## config.mk

```make
export PLATFORM = sky130hd
export DESIGN_NAME = counter_array_control_status
export DESIGN_NICKNAME = d
export VERILOG_FILES = /design/src/counter_array_pkg.sv /design/src/counter_event_if.sv /design/src/array_counter.sv /design/src/event_flag_bank.sv /design/src/counter_array_control_status.sv
export SDC_FILE = /design/constraint.sdc
export NUM_CORES = 1
export LEC_CHECK = 0
export ABC_CLOCK_PERIOD_IN_PS = 1950
export BUFFER_PORTS_ARGS = -buffer_cell sky130_fd_sc_hd__buf_4
export CORE_MARGIN = 2
export CORE_UTILIZATION = 49
export DETAILED_ROUTE_END_ITERATION = 6
export PLACE_DENSITY = 0.8
export SLEW_MARGIN = 0
export SYNTH_ARGS = -nofsm -noshare
export SYNTH_HDL_FRONTEND = slang
export SYNTH_SLANG_ARGS = --single-unit
export TNS_END_PERCENT = 20
```

## constraint.sdc

```tcl
create_clock -name pclk -period 1.95 [get_ports pclk]
set_input_delay 0.39 -clock pclk [delete_from_list [all_inputs] [get_ports pclk]]
set_output_delay 0.39 -clock pclk [all_outputs]
set_load 0.005 [all_outputs]
```

## src/counter_array_pkg.sv

```systemverilog
// package: register map, field positions and reset values of the counter array control block
package counter_array_pkg;

  // ****************************************************************
  // register byte offsets on the apb bus
  // ****************************************************************
  localparam logic [11:0] ADDR_CONTROL_STATUS = 12'h000;
  localparam logic [11:0] ADDR_MODE           = 12'h004;
  localparam logic [11:0] ADDR_IRQ_STATUS     = 12'h008;
  localparam logic [11:0] ADDR_IRQ_MASK       = 12'h00c;
  localparam logic [11:0] ADDR_COUNT          = 12'h010;

  // ****************************************************************
  // field positions
  // ****************************************************************
  localparam int OVF_BIT      = 7;
  localparam int RUN_BIT      = 6;
  localparam int RSVD_BIT     = 5;
  localparam int NUM_MODULES  = 5;
  localparam int IRQ_EN_BIT   = 0;
  localparam int COUNT_WIDTH  = 16;
  localparam int IRQ_OVF_BIT  = 0;
  localparam int IRQ_MOD_BIT  = 1;

  // ****************************************************************
  // reset values
  // ****************************************************************
  localparam logic [7:0]  CONTROL_RESET = 8'h00;
  localparam logic [7:0]  MODE_RESET    = 8'h00;
  localparam logic [1:0]  IRQ_RESET     = 2'h0;
  localparam logic [15:0] COUNT_RESET   = 16'h0000;
  localparam logic [15:0] COUNT_MAX     = 16'hffff;

endpackage : counter_array_pkg

```

## src/counter_event_if.sv

```systemverilog
// interface: run, overflow and count between the array counter and the register bank
`timescale 1ns/1ps
interface counter_event_if;
  logic       run;         // counter enable from the run bit
  logic       overflow;    // one-cycle pulse at rollover
  logic [15:0] count;      // current counter value
  modport counter (input run, output overflow, output count);
  modport bank    (output run, input overflow, input count);
endinterface : counter_event_if

```

## src/array_counter.sv

```systemverilog
// module: shared 16-bit counter of the counter array
`timescale 1ns/1ps
module array_counter (
  // clock and reset
  input  wire logic pclk,
  input  wire logic presetn,
  input  wire logic clk_en,
  // count tick and event link
  input  wire logic count_tick,
  counter_event_if.counter ev
);

  logic [15:0] count_reg;
  logic        ovf_reg;
  wire  logic  step   = clk_en & ev.run & count_tick;
  wire  logic  at_max = (count_reg == counter_array_pkg::COUNT_MAX);

  // counter advances only while running
  // counter run gating
  always_ff @(posedge pclk or negedge presetn) begin
    if (!presetn) begin
      count_reg <= counter_array_pkg::COUNT_RESET;
      ovf_reg   <= 1'b0;
    end else if (clk_en) begin
      ovf_reg <= step & at_max;
      if (step) begin
        count_reg <= count_reg + 16'h0001;
      end
    end
  end

  assign ev.overflow = ovf_reg & clk_en;
  assign ev.count    = count_reg;

  chk_stopped_no_count: assert property (@(posedge pclk) disable iff (!presetn)
    (clk_en && !ev.run) |=> $stable(count_reg)) else $error("counter moved while stopped");

endmodule // array_counter

```

## src/event_flag_bank.sv

```systemverilog
// module: sticky flag bank with hardware set priority over software clear
`timescale 1ns/1ps
module event_flag_bank #(
  parameter int WIDTH = 5
) (
  // clock and reset
  input  wire logic             pclk,
  input  wire logic             presetn,
  input  wire logic             clk_en,
  // hardware set and software write
  input  wire logic [WIDTH-1:0] hw_set,
  input  wire logic             sw_write,
  input  wire logic [WIDTH-1:0] sw_data,
  // flags
  output logic      [WIDTH-1:0] flags
);

  logic [WIDTH-1:0] flags_next;

  // per-flag next value: set wins, only software zero clears
  genvar i;
  generate
    for (i = 0; i < WIDTH; i = i + 1) begin : g_flag
      assign flags_next[i] = hw_set[i] | (sw_write ? sw_data[i] : flags[i]);
    end
  endgenerate

  always_ff @(posedge pclk or negedge presetn) begin
    if (!presetn) begin
      flags <= '0;
    end else if (clk_en) begin
      flags <= flags_next;
    end
  end

  chk_set_wins_clear: assert property (@(posedge pclk) disable iff (!presetn)
    (clk_en && (hw_set != '0)) |=> ((flags & $past(hw_set)) == $past(hw_set)))
    else $error("hardware set lost");

  chk_flag_sticky: assert property (@(posedge pclk) disable iff (!presetn)
    (!sw_write) |=> ((flags & $past(flags)) == $past(flags)))
    else $error("flag cleared without software write");

endmodule // event_flag_bank

```

## src/counter_array_control_status.sv

```systemverilog
// module: counter array control/status register bank on apb
`timescale 1ns/1ps
module counter_array_control_status (
  // clock and reset
  input  wire logic        pclk,
  input  wire logic        presetn,
  input  wire logic        clk_en,
  // apb slave
  input  wire logic        psel,
  input  wire logic        penable,
  input  wire logic        pwrite,
  input  wire logic [11:0] paddr,
  input  wire logic [31:0] pwdata,
  output logic      [31:0] prdata,
  output logic             pready,
  output logic             pslverr,
  // counter array events
  input  wire logic        count_tick,
  input  wire logic [4:0]  module_event,
  // status outputs
  output logic             counter_run_out,
  output logic             array_irq_req,
  output logic             irq
);

  // ****************************************************************
  // apb decode
  // ****************************************************************
  wire logic access  = psel & penable & clk_en;
  // write commits only on the completing edge, while pready stands
  wire logic commit  = access & pready;
  wire logic wr      = commit & pwrite;
  wire logic hit_ctl = (paddr == counter_array_pkg::ADDR_CONTROL_STATUS);
  wire logic hit_mod = (paddr == counter_array_pkg::ADDR_MODE);
  wire logic hit_ist = (paddr == counter_array_pkg::ADDR_IRQ_STATUS);
  wire logic hit_msk = (paddr == counter_array_pkg::ADDR_IRQ_MASK);
  wire logic hit_cnt = (paddr == counter_array_pkg::ADDR_COUNT);
  wire logic mapped  = hit_ctl | hit_mod | hit_ist | hit_msk | hit_cnt;
  wire logic wr_ctl  = wr & hit_ctl;

  // ****************************************************************
  // registers and link
  // ****************************************************************
  counter_event_if ev ();
  logic       run_reg;
  logic [7:0] mode_reg;
  logic [1:0] irq_status_reg;
  logic [1:0] irq_mask_reg;
  logic [5:0] flags;
  logic [7:0] ctl_view;
  logic [5:0] hw_set;
  logic       mod_event_any;

  // run bit
  // run control bit
  always_ff @(posedge pclk or negedge presetn) begin
    if (!presetn) begin
      run_reg <= counter_array_pkg::CONTROL_RESET[counter_array_pkg::RUN_BIT];
    end else if (wr_ctl) begin
      run_reg <= pwdata[counter_array_pkg::RUN_BIT];
    end
  end
  assign ev.run = run_reg;

  // mode register, only the enable bit is kept
  // enable from mode bit 0
  always_ff @(posedge pclk or negedge presetn) begin
    if (!presetn) begin
      mode_reg <= counter_array_pkg::MODE_RESET;
    end else if (wr & hit_mod) begin
      mode_reg <= {7'h00, pwdata[counter_array_pkg::IRQ_EN_BIT]};
    end
  end

  array_counter u_counter (
    .pclk       (pclk),
    .presetn    (presetn),
    .clk_en     (clk_en),
    .count_tick (count_tick),
    .ev         (ev.counter)
  );

  // flags: bits 4..0 modules, bit 5 of the bank is the overflow flag
  // rollover sets overflow
  assign hw_set = {ev.overflow, module_event};

  event_flag_bank #(.WIDTH(6)) u_flags (
    .pclk     (pclk),
    .presetn  (presetn),
    .clk_en   (clk_en),
    .hw_set   (hw_set),
    .sw_write (wr_ctl),
    .sw_data  ({pwdata[counter_array_pkg::OVF_BIT], pwdata[4:0]}),
    .flags    (flags)
  );

  // control/status read view, reserved bit reads zero
  // reserved bit ignored
  assign ctl_view = {flags[5], run_reg, 1'b0, flags[4:0]};

  // ****************************************************************
  // interrupt status and mask
  // ****************************************************************
  assign mod_event_any = |module_event;

  // sticky status, write one clears, set wins
  always_ff @(posedge pclk or negedge presetn) begin
    if (!presetn) begin
      irq_status_reg <= counter_array_pkg::IRQ_RESET;
      irq_mask_reg   <= counter_array_pkg::IRQ_RESET;
    end else if (clk_en) begin
      irq_status_reg <= {mod_event_any, ev.overflow} |
                        (irq_status_reg & ~((wr & hit_ist) ? pwdata[1:0] : 2'h0));
      if (wr & hit_msk) begin
        irq_mask_reg <= pwdata[1:0];
      end
    end
  end

  // outputs registered
  // overflow interrupt request
  always_ff @(posedge pclk or negedge presetn) begin
    if (!presetn) begin
      array_irq_req   <= 1'b0;
      irq             <= 1'b0;
      counter_run_out <= 1'b0;
    end else if (clk_en) begin
      array_irq_req   <= flags[5] & mode_reg[counter_array_pkg::IRQ_EN_BIT];
      irq             <= |(irq_status_reg & irq_mask_reg);
      counter_run_out <= run_reg;
    end
  end

  // ****************************************************************
  // apb response, one wait state
  // ****************************************************************
  logic [31:0] rdata_mux;
  assign rdata_mux = hit_ctl ? {24'h000000, ctl_view} :
                     hit_mod ? {24'h000000, mode_reg} :
                     hit_ist ? {30'h0, irq_status_reg} :
                     hit_msk ? {30'h0, irq_mask_reg} :
                     hit_cnt ? {16'h0000, ev.count} : 32'h00000000;

  always_ff @(posedge pclk or negedge presetn) begin
    if (!presetn) begin
      pready  <= 1'b0;
      prdata  <= 32'h00000000;
      pslverr <= 1'b0;
    end else if (clk_en) begin
      pready  <= psel & penable & ~pready;
      prdata  <= (psel & penable & ~pready & ~pwrite) ? rdata_mux : 32'h00000000;
      pslverr <= psel & penable & ~pready & ~mapped;
    end
  end

  // ****************************************************************
  // checks
  // ****************************************************************
  // interrupt follows flag and enable
  chk_irq_req_follows: assert property (@(posedge pclk) disable iff (!presetn)
    clk_en |=> (array_irq_req == $past(flags[5] & mode_reg[0]))) else $error("irq req mismatch");

  chk_overflow_sets: assert property (@(posedge pclk) disable iff (!presetn)
    (clk_en && ev.overflow) |=> flags[5]) else $error("overflow flag not set");

  chk_module_flag_set: assert property (@(posedge pclk) disable iff (!presetn)
    (clk_en && module_event[2]) |=> flags[2]) else $error("module flag not set");

  chk_run_write: assert property (@(posedge pclk) disable iff (!presetn)
    wr_ctl |=> (run_reg == $past(pwdata[6]))) else $error("run bit not written");

  chk_sw_sets_ovf: assert property (@(posedge pclk) disable iff (!presetn)
    (wr_ctl && pwdata[7]) |=> flags[5]) else $error("software set of overflow lost");

  chk_enable_write: assert property (@(posedge pclk) disable iff (!presetn)
    (wr && hit_mod) |=> (mode_reg[0] == $past(pwdata[0]))) else $error("enable not stored");

  chk_flag_mapping: assert property (@(posedge pclk) disable iff (!presetn)
    (ctl_view[4:0] == flags[4:0]) && !ctl_view[5]) else $error("flag mapping wrong");

  chk_flags_hold: assert property (@(posedge pclk) disable iff (!presetn)
    (flags[0] && !wr_ctl) |=> flags[0]) else $error("module flag dropped");

  // apb answer one cycle after access start
  chk_apb_ready: assert property (@(posedge pclk) disable iff (!presetn)
    ($rose(penable) && psel && clk_en && !commit) |=> pready) else $error("pready late");

endmodule // counter_array_control_status

```

==> results.json <==
{
  "route.met3.wl_um": 253,
  "antenna_cells": 0,
  "ioPinCount": 93,
  "syn_to_final_growth_pct": 26.2,
  "syn_area_per_cell_um2": 11.3,
  "antenna_found_initial": 0,
  "synth_flop_cell": "dfrtp_1",
  "wl_per_cell_um": 15.0,
  "routed_wl_um": 5220,
  "finClkSkew_ns": 0.00703,
  "grt_max_degree": 51,
  "vias": 1881,
  "setup_viol": 1,
  "viasPerCell": 5.39,
  "relSlewSlack": 0.603,
  "grt_pass1_vias": 1814,
  "syn_inst": 218,
  "maxCapViolations": 0,
  "maxSlewViolCount": 0,
  "placed_cells": 341,
  "track_usage": 0.203,
  "rsz0062_at_grt": "true",
  "required_ns": 2.14,
  "grt_overflow": 0,
  "met2WireLength_um": 2670,
  "drt_iter0_drc": 118,
  "post_cts_buffers": 0,
  "worst_pin_slew_ns": 0.595,
  "worst_skew_pair.late_latency_ns": 0.30,
  "start_util": 0.514,
  "cp_max_fo": 4,
  "wl_met1_um": 2260,
  "drc_errors": 0,
  "violations": "negative setup slack",
  "finalNonFillerCells": 349,
  "fp.dieW_um": 74.8,
  "max_freq_ghz": 0.512,
  "layout_setup_ws_ns": -0.00229,
  "gp_congestion": 0.859,
  "drtPass1Iterations": 4,
  "hold_violations": 0,
  "ys_ff_latch": 50,
  "clock-sinks": 50,
  "fp.dieArea_mm2": 0.00560,
  "rows": 25,
  "utilization": 0.648,
  "max-vdd-ir-drop_mv": 0.373,
  "cellLeakagePower_nw": 1.50,
  "ys_async_sr_fraction": 1.00,
  "netlist_area_mm2": 0.00246,
  "cts_hold_buf": 0,
  "grt_pass1_wl_um": 8580,
  "top_layer": "met4",
  "status": "finished with violations",
  "cts_tree": "built",
  "cts.path.max_buffers": 2,
  "cts_made_buffers": 5,
  "clockRootBuffer": "clkbuf_8",
  "cp-start-kind": "primary input",
  "yosysWarnings": 0,
  "chipHeight_um": 74.8,
  "synthDistinctLibCells": 49,
  "setup_tns_ns": -0.00229,
  "dp_hpwl_um": 4000,
  "path_clk_slew_ns": 0.08,
  "io_buffers": 51,
  "core_area_mm2": 0.00479,
  "nNetsFinal": 338,
  "p_per_area_mw_per_mm2": 666,
  "synth_edf_count": 0,
  "hold_path.class": "in2async",
  "ys_seq_area_frac": 0.509,
  "ant_nets": 0,
  "hold_ws_ns": 0.0942,
  "cts_max_level": 2,
  "drive_above_1_share": 0.309,
  "period_needed_ns": 1.95,
  "critPathArrivalTime_ns": 2.14,
  "cp-end-kind": "flip-flop",
  "critical_path_class": "in2reg",
  "min_period_over_period": 1.00
}
-- Yosys cell counts (3+ instances only) --
cell type / instances / share of area
nand2b_1: 3 / 0.0076
buf_4: 16 / 0.049
xor2_1: 5 / 0.018
a221o_1: 11 / 0.045
mux2_2: 4 / 0.018
nand4_1: 4 / 0.010
a21boi_0: 5 / 0.015
dfrtp_1: 50 / 0.51
a22o_1: 9 / 0.032
nand3_1: 9 / 0.018
nor2b_1: 5 / 0.013
nor4_1: 4 / 0.010
nand2_1: 10 / 0.015
o21ai_0: 5 / 0.010
clkbuf_1: 5 / 0.0076
xnor2_1: 10 / 0.036
and3_1: 6 / 0.015
inv_1: 10 / 0.015
nor2_1: 7 / 0.011
-- cell type report --
type	instances	area, um2
fill	373	1680
multi-input combinational	149	1090
sequential	50	1250
clock inverter	2	60.1
inverter	10	37.5
clock buffer	6	82.6
timing repair buffer	65	499
tap	67	83.8
-- where the power goes --
part	switching (W)	leakage, nW	internal [W]
logic	0.0000816	0.776	0.0000660
registers	0.00000569	0.651	0.00104
clock network	0.000324	0.0714	0.000547
-- layer usage --
metal,vias to the layer above,global-route usage
li1,894,-
met1,929,0.289
met2,52,0.314
met3,6,0.0469
met4,0,0.0556
met5,-,0
-- kinds of logic after synthesis --
| group | share of synthesized area |
|---|---|
| XOR/XNOR | 0.0534 |
| AND/OR/NAND/NOR | 0.175 |
| AO/OA/AOI/OAI | 0.148 |
| multiplexers | 0.0275 |
| flip-flops | 0.509 |
| other | 0.00153 |
| buffers and inverters | 0.0804 |
| adder cells (fa/ha/maj) | 0.00509 |
-- worst paths after layout --
path | start | to | slack, ns | cells past startpoint
max | paddr[10] | mode_reg[0]$_DFFE_PN0P_ | -0.002 | 5
min in group pclk | pwdata[3] | u_flags.flags[3]$_DFFE_PN0P_ | 0.31 | 2
max in group asynchronous | presetn | pready$_DFFE_PN0P_ | 1.45 | 1
max reg2reg | pready$_DFFE_PN0P_ | prdata[6]$_DFFE_PN0P_ | 0.25 | 4
min | presetn | prdata[4]$_DFFE_PN0P_ | 0.09 | 1
min reg2reg | pslverr$_DFFE_PN0P_ | pslverr$_DFFE_PN0P_ | 0.50 | 1
-- worst max-delay path: stages --
cell and delay [ns]:
buf_6 0.09, or4_4 0.53, or4_4 0.55, nor4_4 0.25
mux2_4 0.32
-- cells in the final DEF (no fill, tap or decap), types with 3 or more instances in the layout --
master | Yosys | layout
dfrtp_1 | 50 | 50
nand4_1 | 4 | 4
o21ai_0 | 5 | 5
buf_4 | 16 | 62
nand2b_1 | 3 | 3
nor4_1 | 4 | 4
buf_6 | 1 | 3
clkbuf_8 | 0 | 6
a21boi_0 | 5 | 5
nor4_4 | 2 | 3
inv_1 | 10 | 10
xnor2_1 | 10 | 10
nand2_1 | 10 | 10
nor2b_1 | 5 | 5
a22o_1 | 9 | 9
xor2_1 | 5 | 5
a221o_1 | 11 | 11
nor2_1 | 7 | 7
nand3_1 | 9 | 9
conb_1 | 1 | 16
and3_1 | 6 | 6
-- per-stage QoR --
step	worst slack [ns]	instance area [um2]	total power, W
2_1_floorplan	-0.330	2530	0.00114
3_3_place_gp	-0.433	2940	0.00121
3_5_place_dp	-0.411	2940	0.00121
4_1_cts	-0.0121	3090	0.00208
5_1_grt	-0.0226	3100	0.00215
6_report	-0.00229	3100	0.00207
-- timing repair --
item	in CTS	in global routing
gates resized for setup	2	3
setup endpoints to repair	8	10
pin swaps	4	1
gates cloned	0	0
No activity file was read; power rests on OpenSTA's default activity.
